**config.mk**
```make
export PLATFORM = sky130hd
export DESIGN_NAME = triple_timer_pwm_unit
export DESIGN_NICKNAME = d
export VERILOG_FILES = /design/src/timer_unit_pkg.sv /design/src/triple_timer_pwm_unit.sv
export SDC_FILE = /design/constraint.sdc
export NUM_CORES = 1
export LEC_CHECK = 0
export ABC_AREA = 1
export BUFFER_PORTS_ARGS = -buffer_cell sky130_fd_sc_hd__buf_2
export CORE_MARGIN = 1
export CORE_UTILIZATION = 65
export DETAILED_ROUTE_END_ITERATION = 7
export GPL_TIMING_DRIVEN = 0
export PLACE_DENSITY = 0.92
export SETUP_SLACK_MARGIN = 0.1
export SLEW_MARGIN = 20
export SYNTH_ARGS = -nofsm -noshare
export SYNTH_HDL_FRONTEND = slang
export SYNTH_SLANG_ARGS = --single-unit
```
**constraint.sdc**
```tcl
create_clock -name clk_i -period 3.9 [get_ports clk_i]
set_input_delay 0.78 -clock clk_i [delete_from_list [all_inputs] [get_ports clk_i]]
set_output_delay 0.78 -clock clk_i [all_outputs]
set_load 0.03 [all_outputs]
```
**src/timer_unit_pkg.sv**
```systemverilog
// constants, register map and state layout of the triple timer unit
// assumes a 32-bit avalon-mm master and a single 125 mhz clock
package timer_unit_pkg;
	localparam int          TIMER_WIDTH     = 16;
	localparam int          TIMER_COUNT     = 3;
	localparam int          ADDR_WIDTH      = 6;
	localparam real         CLK_MHZ         = 125.0;
	// base tick every fourth clock, power save slows it eightfold
	localparam logic [4:0]  PRE_FAST_LAST   = 5'h03;
	localparam logic [4:0]  PRE_SLOW_LAST   = 5'h1f;
	localparam logic [4:0]  PRE_STEP        = 5'h01;
	// word index = {group, register}; groups 0..2 are timers, 3 is common
	localparam logic [1:0]  GROUP_COMMON    = 2'h3;
	localparam logic [1:0]  REG_COUNT       = 2'h0;
	localparam logic [1:0]  REG_PRIMARY     = 2'h1;
	localparam logic [1:0]  REG_ALTERNATE   = 2'h2;
	localparam logic [1:0]  REG_MODE        = 2'h3;
	localparam logic [1:0]  REG_INT_STATUS  = 2'h0;
	localparam logic [1:0]  REG_INT_MASK    = 2'h1;
	localparam logic [1:0]  REG_CONTROL     = 2'h2;
	// mode and control register fields, then reset and step constants
	localparam int          MODE_ENABLE     = 0;
	localparam int          MODE_INT_EN     = 1;
	localparam int          MODE_DUAL       = 2;
	localparam int          MODE_PRESCALE   = 3;
	localparam int          MODE_MAX_FLAG   = 4;
	localparam int          MODE_PHASE      = 5;
	localparam int          CONTROL_PSAVE   = 0;
	localparam logic [4:0]  MODE_RESET      = 5'h00;
	localparam logic [15:0] COUNT_RESET     = 16'h0000;
	localparam logic [15:0] COUNT_STEP      = 16'h0001;
	localparam logic [31:0] READ_ZERO       = 32'h0000_0000;

	typedef struct packed {
		logic [2:0][15:0] count;
		logic [2:0][15:0] primary_max_count;
		logic [1:0][15:0] alternate_max_count;
		logic [2:0][4:0]  mode;
		logic [1:0]       alt_phase;
		logic [1:0]       pin;
		logic [2:0]       int_status;
		logic [2:0]       int_mask;
		logic             power_save;
		logic [4:0]       pre;
		logic             ack;
		logic [31:0]      rdata;
	} state_type;
endpackage

```
**src/triple_timer_pwm_unit.sv**
```systemverilog
// triple 16-bit timer with two dual max-count pwm timers and a prescaler
// assumes an avalon-mm master on clk_i; pwm pins feed logic elsewhere
//
// How it works
// the common tick that steps the timers comes every fourth clock cycle.
// power save bit slows the common tick to one per 32 clocks.
// every count register can be read by software at any time.
// timers 0 and 1 have primary and alternate max plus a mode register.
// dual mode drives pin high to primary max, low to alternate max.
// prescale mode lets timer 2 terminal count clock timer 0 or 1.
// each counter is sixteen bits wide.
// timer 2 has only a primary max count and no pins.
// full count with interrupt enable raises the timer's interrupt.
// full count always sets the max count flag in the mode register.
// counter restarts at zero after max; flag stays until cleared.
//
// Local design decisions: the register addresses and the Avalon-MM interface to the registers.
`timescale 1ns/1ps
module triple_timer_pwm_unit (
	input  wire logic                                  clk_i,
	input  wire logic                                  reset_n_i,
	input  wire logic [timer_unit_pkg::ADDR_WIDTH-1:0] address_i,
	input  wire logic                                  read_i,
	input  wire logic                                  write_i,
	input  wire logic [31:0]                           writedata_i,
	input  wire logic [3:0]                            byteenable_i,
	output logic      [31:0]                           readdata_o,
	output logic                                       waitrequest_o,
	output logic                                       first_pwm_o,
	output logic                                       second_pwm_o,
	output logic                                       irq_o
);
	import timer_unit_pkg::*;

	state_type s_q;
	state_type s_d;

	function automatic logic [15:0] merge16(input logic [15:0] old,
		input logic [31:0] wd, input logic [3:0] be);
		logic [15:0] r;
		r = old;
		if (be[0]) begin
			r[7:0] = wd[7:0];
		end
		if (be[1]) begin
			r[15:8] = wd[15:8];
		end
		return r;
	endfunction

	function automatic logic [31:0] read_word(input state_type st,
		input logic [1:0] grp, input logic [1:0] rg);
		logic [31:0] r;
		r = READ_ZERO;
		if (grp == GROUP_COMMON) begin
			case (rg)
				REG_INT_STATUS: r[2:0] = st.int_status;
				REG_INT_MASK:   r[2:0] = st.int_mask;
				REG_CONTROL:    r[CONTROL_PSAVE] = st.power_save;
				default:        r = READ_ZERO;
			endcase
		end else begin
			case (rg)
				REG_COUNT:   r[15:0] = st.count[grp];
				REG_PRIMARY: r[15:0] = st.primary_max_count[grp];
				REG_ALTERNATE: begin
					if (grp != 2'h2) begin
						r[15:0] = st.alternate_max_count[grp[0]];
					end
				end
				REG_MODE: begin
					r[4:0] = st.mode[grp];
					if (grp != 2'h2) begin
						r[MODE_PHASE] = st.alt_phase[grp[0]];
					end
				end
				default: r = READ_ZERO;
			endcase
		end
		return r;
	endfunction

	logic       tick;
	logic [2:0] tc;
	logic [1:0] grp;
	logic [1:0] rg;
	logic       accept_wr;
	logic [15:0] limit;

	always_comb begin
		s_d       = s_q;
		tc        = 3'h0;
		limit     = COUNT_RESET;
		grp       = address_i[5:4];
		rg        = address_i[3:2];
		accept_wr = write_i & s_q.ack;

		// common tick: quarter clock, slower in power save
		s_d.pre = s_q.pre + PRE_STEP;
		if (s_q.power_save) begin
			tick = (s_q.pre == PRE_SLOW_LAST);
			if (s_q.pre == PRE_SLOW_LAST) begin
				s_d.pre = PRE_SLOW_LAST + PRE_STEP;
			end
		end else begin
			tick = (s_q.pre[1:0] == PRE_FAST_LAST[1:0]);
		end

		// bus handshake: one wait cycle, read data latched in it
		s_d.ack = (read_i | write_i) & ~s_q.ack;
		if (read_i & ~s_q.ack) begin
			s_d.rdata = read_word(s_q, grp, rg);
		end

		// register writes, before hardware events so sets win
		if (accept_wr) begin
			if (grp == GROUP_COMMON) begin
				case (rg)
					REG_INT_STATUS: begin
						s_d.int_status = s_q.int_status & ~writedata_i[2:0];
					end
					REG_INT_MASK: begin
						if (byteenable_i[0]) begin
							s_d.int_mask = writedata_i[2:0];
						end
					end
					REG_CONTROL: begin
						if (byteenable_i[0]) begin
							s_d.power_save = writedata_i[CONTROL_PSAVE];
						end
					end
					default: begin
					end
				endcase
			end else begin
				case (rg)
					REG_COUNT: begin
						s_d.count[grp] = merge16(s_q.count[grp],
							writedata_i, byteenable_i);
					end
					REG_PRIMARY: begin
						s_d.primary_max_count[grp] = merge16(
							s_q.primary_max_count[grp], writedata_i,
							byteenable_i);
					end
					REG_ALTERNATE: begin
						if (grp != 2'h2) begin
							s_d.alternate_max_count[grp[0]] = merge16(
								s_q.alternate_max_count[grp[0]],
								writedata_i, byteenable_i);
						end
					end
					REG_MODE: begin
						if (byteenable_i[0]) begin
							// max flag bit: writing zero clears it
							s_d.mode[grp] = writedata_i[4:0];
							s_d.mode[grp][MODE_MAX_FLAG] =
								s_q.mode[grp][MODE_MAX_FLAG] &
								writedata_i[MODE_MAX_FLAG];
							if (grp == 2'h2) begin
								s_d.mode[grp][MODE_DUAL] = 1'b0;
								s_d.mode[grp][MODE_PRESCALE] = 1'b0;
							end
						end
					end
					default: begin
					end
				endcase
			end
		end

		// prescale timer: single max count, no pins
		if (s_q.mode[2][MODE_ENABLE] & tick) begin
			if (s_q.count[2] == s_q.primary_max_count[2]) begin
				s_d.count[2] = COUNT_RESET;
				tc[2] = 1'b1;
			end else begin
				s_d.count[2] = s_q.count[2] + COUNT_STEP;
			end
		end

		// dual max-count timers
		for (int i = 0; i < 2; i++) begin
			limit = (s_q.mode[i][MODE_DUAL] & s_q.alt_phase[i]) ?
				s_q.alternate_max_count[i] : s_q.primary_max_count[i];
			if (s_q.mode[i][MODE_ENABLE] &
				(s_q.mode[i][MODE_PRESCALE] ? tc[2] : tick)) begin
				if (s_q.count[i] == limit) begin
					s_d.count[i] = COUNT_RESET;
					tc[i] = 1'b1;
					s_d.alt_phase[i] = ~s_q.alt_phase[i];
				end else begin
					s_d.count[i] = s_q.count[i] + COUNT_STEP;
				end
			end
			if (!s_q.mode[i][MODE_DUAL]) begin
				s_d.pin[i] = s_d.alt_phase[i] ? 1'b0 : 1'b1;
			end else begin
				s_d.pin[i] = ~s_d.alt_phase[i];
			end
		end

		// full-count events: flag always, interrupt when enabled
		for (int i = 0; i < 3; i++) begin
			if (tc[i]) begin
				s_d.mode[i][MODE_MAX_FLAG] = 1'b1;
				if (s_q.mode[i][MODE_INT_EN]) begin
					s_d.int_status[i] = 1'b1;
				end
			end
		end
	end

	always_ff @(posedge clk_i or negedge reset_n_i) begin
		if (!reset_n_i) begin
			s_q.count               <= '0;
			s_q.primary_max_count   <= '0;
			s_q.alternate_max_count <= '0;
			s_q.mode                <= {MODE_RESET, MODE_RESET, MODE_RESET};
			s_q.alt_phase           <= 2'h0;
			s_q.pin                 <= 2'h3;
			s_q.int_status          <= 3'h0;
			s_q.int_mask            <= 3'h0;
			s_q.power_save          <= 1'b0;
			s_q.pre                 <= 5'h00;
			s_q.ack                 <= 1'b0;
			s_q.rdata               <= READ_ZERO;
		end else begin
			s_q <= s_d;
		end
	end

	assign readdata_o    = s_q.rdata;
	assign waitrequest_o = (read_i | write_i) & ~s_q.ack;
	assign first_pwm_o   = s_q.pin[0];
	assign second_pwm_o  = s_q.pin[1];
	assign irq_o         = |(s_q.int_status & s_q.int_mask);
endmodule

```
Word-level counts from Yosys, hierarchy flattened

Cells that the tools add are included.

Order comparisons: 4
Add/sub/neg operators: 4
Reductions and logical operators: 30
Bitwise operators: 23
Mux-type cells: 112
Eq/ne operators: 17

Operator list:

| operator              | count |
|---|---|
| $mux 143              | 2 |
| $mux 16               | 16 |
| $mux 8                | 26 |
| $bwmux 48             | 2 |
| $mux 48               | 2 |
| $bmux 16 s2           | 2 |
| $mux 32               | 2 |
| $add 16x1->16 const B | 3 |
| $eq 16x16->1          | 3 |
| $mux 15               | 3 |
| $demux 5 s2           | 4 |
| $bwmux 32             | 1 |
| $demux 16 s2          | 1 |
| $mux 1                | 31 |
| $and 15x15->15        | 2 |
| $bwmux 15             | 2 |
| $not 15->15           | 2 |
| $pmux 10 s3           | 1 |
| $reduce_bool 2->1     | 15 |
| $reduce_and 4->1      | 7 |
| $mux 5                | 5 |
| $pmux 6 s4            | 1 |
| $demux 16 s1          | 1 |
| $mux 7                | 2 |
| other kinds (24)      | 54 |

Output and inout bits: 36
Logic and storage cells: 212
Register bits: 192
Bits of input ports: 46

Longest topological paths before layout

Gate-level depths: netlist (run 1).

Depth after elaboration: 14
Depth in mapped cells: 16
Depth with buffers taken out: 16

Worst setup path before layout (run 1)

OpenSTA, ideal clock, no wires.

Path kind: input to register
Start point: input address_i[4] in the netlist's numbering
End point: register s_q[70] in the netlist's numbering
Path buffers: 2
Path slack: 1.641 ns
Setup time: 0.125 ns
Arrival: 2.134 ns
Cell stages on the path: 8
Data required time: 3.775 ns
Cells stage by stage: buf_2 -> nor2_4 -> inv_2 -> nor2_1 -> inv_1 -> nor2_2 -> buf_4 -> mux2_2

Longest elaborated chain between the ends: 8
Elaborated cells on any way between the ends: 17
Those cells by class: 2 x order compare; 2 x eq/ne; 10 x mux; 1 x bitwise; 2 x reduce/logical

RTL lines:

| element                                     | RTL line                     | text |
|---|---|---|
| start, declared                             | triple_timer_pwm_unit.sv:22  | `input wire logic [timer_unit_pkg::ADDR_WIDTH-1:0] address_i,` |
| $mux 16 (implied by the code) (2 in series) | triple_timer_pwm_unit.sv:149 | `s_q.alternate_max_count[grp[0]],` |
| $mux 8                                      | triple_timer_pwm_unit.sv:42  | `if (be[0]) begin` |
| $mux 8                                      | triple_timer_pwm_unit.sv:147 | `if (grp != 2'h2) begin` |
| $mux 8                                      | triple_timer_pwm_unit.sv:136 | `case (rg)` |
| $mux 8                                      | triple_timer_pwm_unit.sv:117 | `if (grp == GROUP_COMMON) begin` |
| $mux 8                                      | triple_timer_pwm_unit.sv:116 | `if (accept_wr) begin` |
| $bwmux 32                                   | triple_timer_pwm_unit.sv:148 | `s_d.alternate_max_count[grp[0]] = merge16(` |
| end, declared                               | triple_timer_pwm_unit.sv:35  | `state_type s_q;` |

Several ways; a longest one is shown, not always the timed one. The select of a mux whose other input is x is not followed.
A chain may end at the register's enable or synchronous reset.

Final worst setup path (run 1)

Start point: register s_q[33] in the netlist's numbering
End point: register s_q[155] in the netlist's numbering

Longest elaborated chain between the ends: 8
Elaborated cells on any way between the ends: 12
Those cells by class: 3 x eq/ne; 4 x mux; 2 x bitwise; 3 x reduce/logical

RTL lines:

| element                                                          | RTL line                                                   | text |
|---|---|---|
| $eq 5x5->1 or $eq 2x2->1 (tied branches)                         | triple_timer_pwm_unit.sv:101, triple_timer_pwm_unit.sv:106 |  |
| $mux 1 (*)                                                       | triple_timer_pwm_unit.sv:100                               | `if (s_q.power_save) begin` |
| $and 1x1->1                                                      | triple_timer_pwm_unit.sv:173                               | `if (s_q.mode[2][MODE_ENABLE] & tick) begin` |
| $mux 1                                                           | triple_timer_pwm_unit.sv:173                               |  |
| $mux 1 (*)                                                       | triple_timer_pwm_unit.sv:187                               | `(s_q.mode[i][MODE_PRESCALE] ? tc[2] : tick)) begin` |
| $and 1x1->1 (*)                                                  | triple_timer_pwm_unit.sv:186                               | `if (s_q.mode[i][MODE_ENABLE] &` |
| $ne 2x1->1 (no source line) or $reduce_bool 2->1 (tied branches) | n/a                                                        |  |
| $reduce_and 3->1 (no source line)                                | n/a                                                        |  |

Every way passes the cells marked *; elsewhere a longest branch is shown, timed or not.

==> metrics.txt, run 1 <==
first-pass GRT wire length 58.9 mm; CTS Hold Buffers Added 0; Clk pwr share 23.6%; GRT Total Usage 43.3%; Flop pwr share 39.5%; Die Wd 134 um; H-tree depth reported by CTS 4; Congestion Overflow GR 0; Post-synth top flop dfrtp_1; switching share of power 43.3%; routability congestion estimate 1.06; vias post-DR 11,971; layout filler cell count 1,348; DIE AREA 0.0180 sq mm; RSZ-0062 raised after global routing no; Max rail drop VDD 0.425 mV; share of cells above drive strength 1 13.8%; Avg Cell Area, Syn 7.07 sq um; Nets 1,737; Cells after Synth 1,608; area leader, netlist dfrtp_1; Top Ports 82; Max Clock Freq 357 MHz; Finished Core Util 74.7%; Finished Layout Cells 1,920; worst clock skew 0.00725 ns; Design Power 7670 uW; Warnings, synthesis 0; Final setup viols 0; count leader, synth nand2_1; max_slew headroom 48.8%; synthesis-to-layout area growth 10.5%; Leakage 0.00629 uW; Starting DRT DRC Count 1,841; dominant cells by area after synthesis dfrtp_1 (38%), nand2_1 (18%), o21ai_0 (6.3%); Vias/cell 6.23; Sum Neg Setup Slack 0 ns; Cell Count Post-Placement 1,887; DRT antenna net count 0; Max Root-Sink Buffers 2; Total Routed Length 38.0 mm; largest net degree at the start of global routing 91; Reg clk slew, reported paths 0.07 ns; worst skew pair latency 0.44 ns; worst-path fanout max 10; Final Hold Viols 0; vias in the first global route 10,943; startpoint types flip-flop; top cell type's share of synthesized area 38.3%; DR pass1 iterations 8; crit end category flip-flop; DRC viols 1; Power Dens Cells 611 mW/mm^2; Pint 4350 uW; max_cap viols 0; period utilization 71.8%; core area 0.0168 sq mm; Sink Count 176; Post-CTS Resized 0; row count 47; Die Y 134 um; Post-CTS Setup Repair Bufs 0; TritonCTS clock tree yes; port buffer count 43; total CTS buffers 17; Async SR Flop Fraction 100%; violated checks DRC; Post-synth EDFFs 0; sequential area share after synthesis 38.8%; dpl hpwl 29.1 mm; commonest cells in the netlist nand2_1 (531), dfrtp_1 (174), o21ai_0 (143); Hold Crit Class input pin to async pin; outcome complete, but fails checks; routed len/inst 19.8 um; worst setup path category flip-flop to flip-flop; Worst Path Arrival 3.17 ns; Worst-Margin Slew 0.764 ns; Initial Utilization 67.6%; Max Slew Vio Count 0; initial antenna violation count 0; Tmin final 2.80 ns; Yosys reg bits 176; Comb power frac 36.9%; Clk Tree Root Cell clkbuf_16; post-synth cell types 45; Sw Pwr 3330 uW; worst path required time 4.27 ns; mapped cell area 0.0114 sq mm
routing by layer:
metal / global-route usage [%] / share of wire, % / up-vias / wire, um
met5: 0 / 0.10 / - / 39
met4: 17.2 / 3.9 / 2 / 1480
met3: 14.6 / 15 / 168 / 5670
met2: 64.3 / 43 / 938 / 16300
met1: 58.3 / 38 / 5512 / 14500
li1: - / - / 5351 / -
power by group through the flow:
stage	Sequential (uW)	Clock (uW)	Combinational (uW)
after detailed placement	2990	0	2700
final	3030	1810	2830
after floorplan	2760	0	2030
after CTS	2970	1780	2730
after global routing	3070	1860	3090
after global placement	2970	0	2600
worst max-delay path: stages, from the launching register on:
cell      delay [ns]
dfrtp_1         0.39
ha_1            0.23
inv_1           0.07
nor2_1          0.05
ha_1            0.17
nand2_1         0.09
o21ai_1         0.19
nand2_1         0.26
inv_2           0.07
nand3_2         0.21
nand2_2         0.11
nand2_4         0.16
clkbuf_1        0.35
o21ai_0         0.20
a21oi_2         0.17
cell usage in the layout (no fill, tap or decap), types with 3 or more instances in the layout:
| master | n |
|---|---|
| dfrtp_1 | 174 |
| o21ai_1 | 19 |
| clkinvlp_4 | 6 |
| buf_1 | 3 |
| nand4_1 | 25 |
| a22oi_1 | 22 |
| buf_6 | 5 |
| o21ai_0 | 143 |
| xor2_1 | 31 |
| o2111ai_1 | 5 |
| buf_2 | 57 |
| nand2_1 | 531 |
| mux2_2 | 16 |
| a21oi_2 | 9 |
| nand3_2 | 7 |
| o221ai_1 | 25 |
| ha_1 | 5 |
| bufinv_16 | 3 |
| nor2_2 | 18 |
| clkbuf_1 | 35 |
| nand3_1 | 85 |
| a21oi_1 | 65 |
| nand2_2 | 14 |
| nand2_4 | 6 |
| o211ai_1 | 3 |
| inv_1 | 132 |
| nor3_1 | 7 |
| nor2_1 | 111 |
| inv_2 | 22 |
| buf_4 | 39 |
| nand3b_1 | 6 |
| clkbuf_16 | 17 |
| conb_1 | 16 |
| o22ai_1 | 10 |
worst paths after layout:
path | startpoint | to | slack (ns) | cells after the start
setup / recovery | s_q[33]$_DFF_PN0_ | s_q[155]$_DFFE_PN0P_ | 1.10 | 14
hold / removal | reset_n_i | s_q[161]$_DFFE_PN0P_ | 0.34 | 1
setup reg to reg | s_q[33]$_DFF_PN0_ | s_q[155]$_DFFE_PN0P_ | 1.10 | 14
hold reg to reg | s_q[33]$_DFF_PN0_ | s_q[33]$_DFF_PN0_ | 0.45 | 1
max in group asynchronous | reset_n_i | s_q[186]$_DFFE_PN0P_ | 2.65 | 2
min in group clk_i | s_q[33]$_DFF_PN0_ | s_q[33]$_DFF_PN0_ | 0.45 | 1
through the flow:
| step | setup WS [ns] | area [sq um] | hold slack (ns) |
|---|---|---|---|
| after CTS | 1.18 | 12600 | 0.371 |
| after floorplan | 1.64 | 11400 | 0.429 |
| after global placement | -0.741 | 11900 | 0.443 |
| after detailed placement | 1.13 | 11900 | 0.447 |
| after global routing | 0.896 | 12600 | 0.397 |
| final | 1.10 | 12600 | 0.339 |
cell families (layout without fill, tap and decap cells):
logic type	after synthesis	after routing	share of synthesized area [%]
flops	176	176	38.8
simple gates	817	817	30.7
fa+ha+maj	5	5	0.551
mux	18	18	1.78
xor+xnor	33	33	2.54
compound gates	305	305	15.4
buf+inv	253	329	10.2
other cells	1	17	0.0330
layout make-up:
class                      instances  area, sq um  area share, %
multi-input combinational       1194         5860           46.6
sequential                       176         4410           35.1
inverter                         157          594           4.73
buffer                            96          563           4.48
clock buffer                      19          443           3.53
tap                              220          275           2.19
timing repair buffer              44          253           2.01
clock inverter                    13          163           1.30
antenna                            1         2.50         0.0199
registers in the layout, summed over array words and instances (netlist names):
signal	count
first_pwm_o	1
readdata_o	16
s_q	158
second_pwm_o	1
No activity file was read; power rests on OpenSTA's default activity.
==> run 2: changes to the inputs <==
ABC_AREA = 0   (was 1)
CORE_UTILIZATION = 55   (was 65)
PLACE_DENSITY = 0.84   (was 0.92)
clock period = 2.4 ns   (was 3.9 ns; I/O delays follow)
==> run 2 against run 1 <==
Against the previous run: the flow finishes with violations (setup timing); largest power group unchanged; register-to-register slack got worse by 1.3 ns; wire length increased by 13%; cell area increased by 9.4%; worst hold slack got worse by 0.022 ns; total power increased by 52%; critical path depth decreased by 6; utilization decreased by 4.5 points; first-iteration DRC count decreased by 18%; fmax increased by 5.8%; cell count decreased by 18%; sequential cell count unchanged; combinational power increased by 40%.
==> metrics.txt, run 2 <==
synthesis-to-layout area growth 24.1%; DRT antenna net count 0 (unchanged); largest net degree at the start of global routing 76 (-16%); Max Clock Freq 378 MHz (+5.8%); pre-CTS setup slack -0.985 ns (-2.11 ns); Post-synth top flop dfrtp_1; post-synth cell types 67 (+49%); main combinational cell family by area after synthesis compound AO/OA/AOI/OAI gates; max_cap viols 0 (unchanged); Max rail drop VDD 0.580 mV (+37%); worst skew pair latency 0.45 ns (about the same); DRC viols 0 (-1); count leader, synth dfrtp_1; Top Ports 82 (unchanged); outcome complete, but fails checks; worst path required time 2.73 ns (-1.54 ns); worst-path fanout max 5 (-5); share of cells above drive strength 1 33.2% (+19 points); Design Power 11,600 uW (+52%); initial antenna violation count 0 (unchanged); DIE AREA 0.0207 sq mm (+15%); first-pass GRT wire length 62.2 mm (+5.5%); commonest non-fill, non-tap cell in the layout dfrtp_1; H-tree depth reported by CTS 4 (unchanged); Post-synth EDFFs 0 (unchanged); area post-placement 0.0119 sq mm (-0.50%); Post-Synth Simple-Gate Area 14.3% (-16 points); adder-cell share of the synthesized area 0.565% (+0.015 points); Die Wd 144 um (+7.2%); max_slew headroom 30.4% (-18 points); Vias/cell 6.78 (+8.8%); RSZ-0062 raised after global routing yes; startpoint types flip-flop; Die Y 144 um (+7.2%); Final Hold Viols 0 (unchanged); Leakage 0.00613 uW (-2.5%); Max Slew Vio Count 0 (unchanged); Hold Crit Class input pin to flip-flop; dpl hpwl 29.8 mm (+2.6%); Congestion Overflow GR 0 (unchanged); row count 51 (+8.5%); core area 0.0196 sq mm (+16%); Clk Tree Root Cell clkbuf_16; TritonCTS clock tree yes; Final setup viols 36 (+36); Post-Synth XOR/XNOR Area 3.96% (+1.4 points); fin area 0.0137 sq mm (+9.4%); Max Root-Sink Buffers 2 (unchanged); sequential area share after synthesis 39.8% (+1.0 points); Sink Count 176 (unchanged); Starting DRT DRC Count 1,503 (-18%); worst clock skew 0.0114 ns (+0.00414 ns); area leader, netlist dfrtp_1; Top reg by flops s_q; most frequent cells in the layout dfrtp_1 (148), nand2_1 (93), mux2_2 (89); crit end category flip-flop; worst setup path category flip-flop to flip-flop; layout filler cell count 1,462 (+8.5%); Warnings, synthesis 0 (unchanged); area occupied by multi-input gates 0.00659 sq mm (+13%); Nets 1,354 (-22%); routed len/inst 27.0 um (+37%); Synth Area in Compound Gates 19.1% (+3.6 points); Avg Cell Area, Syn 9.44 sq um (+34%); mux share of post-synthesis cell area 15.7% (+14 points); Cell Count Post-Placement 1,496 (-21%); Total Routed Length 42.8 mm (+13%); Cells after Synth 1,172 (-27%); top cell type's share of synthesized area 39.3% (+1.0 points); Finished Layout Cells 1,581 (-18%); Tmin final 2.65 ns (-0.153 ns); # diodes 0 (-1); Initial Utilization 56.5% (-11 points); max FFs per register 158 (unchanged); vias post-DR 10,726 (-10%); Reg clk slew, reported paths 0.08 ns (about the same); Worst-Margin Slew 1.04 ns (+0.280 ns); routability congestion estimate 0.999 (-5.7%); FF/Latch Area 0.00444 sq mm (+0.74%); mapped cell area 0.0111 sq mm (-2.6%); Power Dens Cells 848 mW/mm^2 (+39%); setup ws final -0.246 ns (-1.35 ns); Worst Path Arrival 2.97 ns (-0.20 ns); period utilization 110% (+38 points); port buffer count 42 (-2.3%); dominant cells by area after synthesis dfrtp_1 (39%), mux2_2 (9.2%), mux2i_1 (5.6%); DR pass1 iterations 5 (-3); Async SR Flop Fraction 100% (unchanged); total CTS buffers 17 (unchanged); violated checks setup timing; commonest cells in the netlist dfrtp_1 (174), nand2_1 (96), o21ai_0 (95); Yosys reg bits 176 (unchanged); vias in the first global route 10,148 (-7.3%); GRT Total Usage 42.0% (-1.3 points)
-- run 2: path summary, 6_finish.rpt --
kind	from	endpoint	slack, ns	cells past startpoint
max reg2reg	s_q[126]$_DFFE_PN0P_	s_q[171]$_DFFE_PN0P_	-0.25	8
min	read_i	s_q[32]$_DFF_PN0_	0.32	3
min in group asynchronous	reset_n_i	s_q[157]$_DFFE_PN0P_	0.52	2
min reg2reg	readdata_o[1]$_DFFE_PN0P_	readdata_o[1]$_DFFE_PN0P_	0.49	2
max	s_q[126]$_DFFE_PN0P_	s_q[171]$_DFFE_PN0P_	-0.25	8
max in group asynchronous	reset_n_i	second_pwm_o$_DFF_PN1_	0.79	4
-- run 2: layer usage --
layer | track usage [%] | up-vias | part of all wire [%]
met5 | 0 | - | 0
met4 | 22.7 | 0 | 5.2
met3 | 11.6 | 160 | 13
met2 | 61.2 | 829 | 44
met1 | 56.4 | 5260 | 38
li1 | - | 4477 | -
-- run 2: kinds of logic (layout without fill, tap and decap cells) --
family / count (synthesis) / count (layout)
buffers and inverters: 154 / 283
DFF: 176 / 176
and+or+nand+nor: 316 / 316
AOI/OAI and AO/OA: 313 / 313
xor gates and xnor gates: 50 / 50
other: 1 / 16
adders and majority gates: 5 / 5
muxes: 157 / 157
-- run 2: report_power, final --
part	switching (uW)	internal, uW	leakage (uW)
Sequential	1110	3650	0.00224
Combinational	2250	1700	0.00361
Clock	1350	1570	0.000279
-- run 2: final cells by class --
type	instances	share of cell area, %
multi-input combinational	857	48.0
sequential	176	32.3
timing repair buffer	108	6.39
buffer	102	5.39
clock buffer	18	3.12
tap	265	2.41
clock inverter	14	1.25
inverter	41	1.12
-- run 2: stage by stage --
step / TNS (ns) / hold slack (ns) / utilization, %
final: -3.99 / 0.316 / 70.1
after global routing: -5.94 / 0.318 / 70.1
after CTS: -2.86 / 0.311 / 67.8
after detailed placement: -94.21 / 0.413 / 60.7
after global placement: -440.83 / 0.444 / 60.3
after floorplan: -0.0392 / 0.184 / -
-- run 2: worst max-delay path: stages, from the launching register on --
cell,delay [ns]
dfrtp_1,0.42
a222oi_1,0.65
nand4_1,0.20
a221o_1,0.38
o31ai_4,0.19
buf_6,0.19
buf_4,0.13
o21ai_1,0.07
a221o_1,0.29
-- run 2: repair_timing --
action                                 4_1_cts  5_1_grt
hold buffers                                 1        0
buffers inserted                            41       23
pin swaps                                   37       27
gates resized for setup                    127       90
cloned                                       2        1
setup endpoints to repair                  132       82
endpoints found under the hold margin       51        0
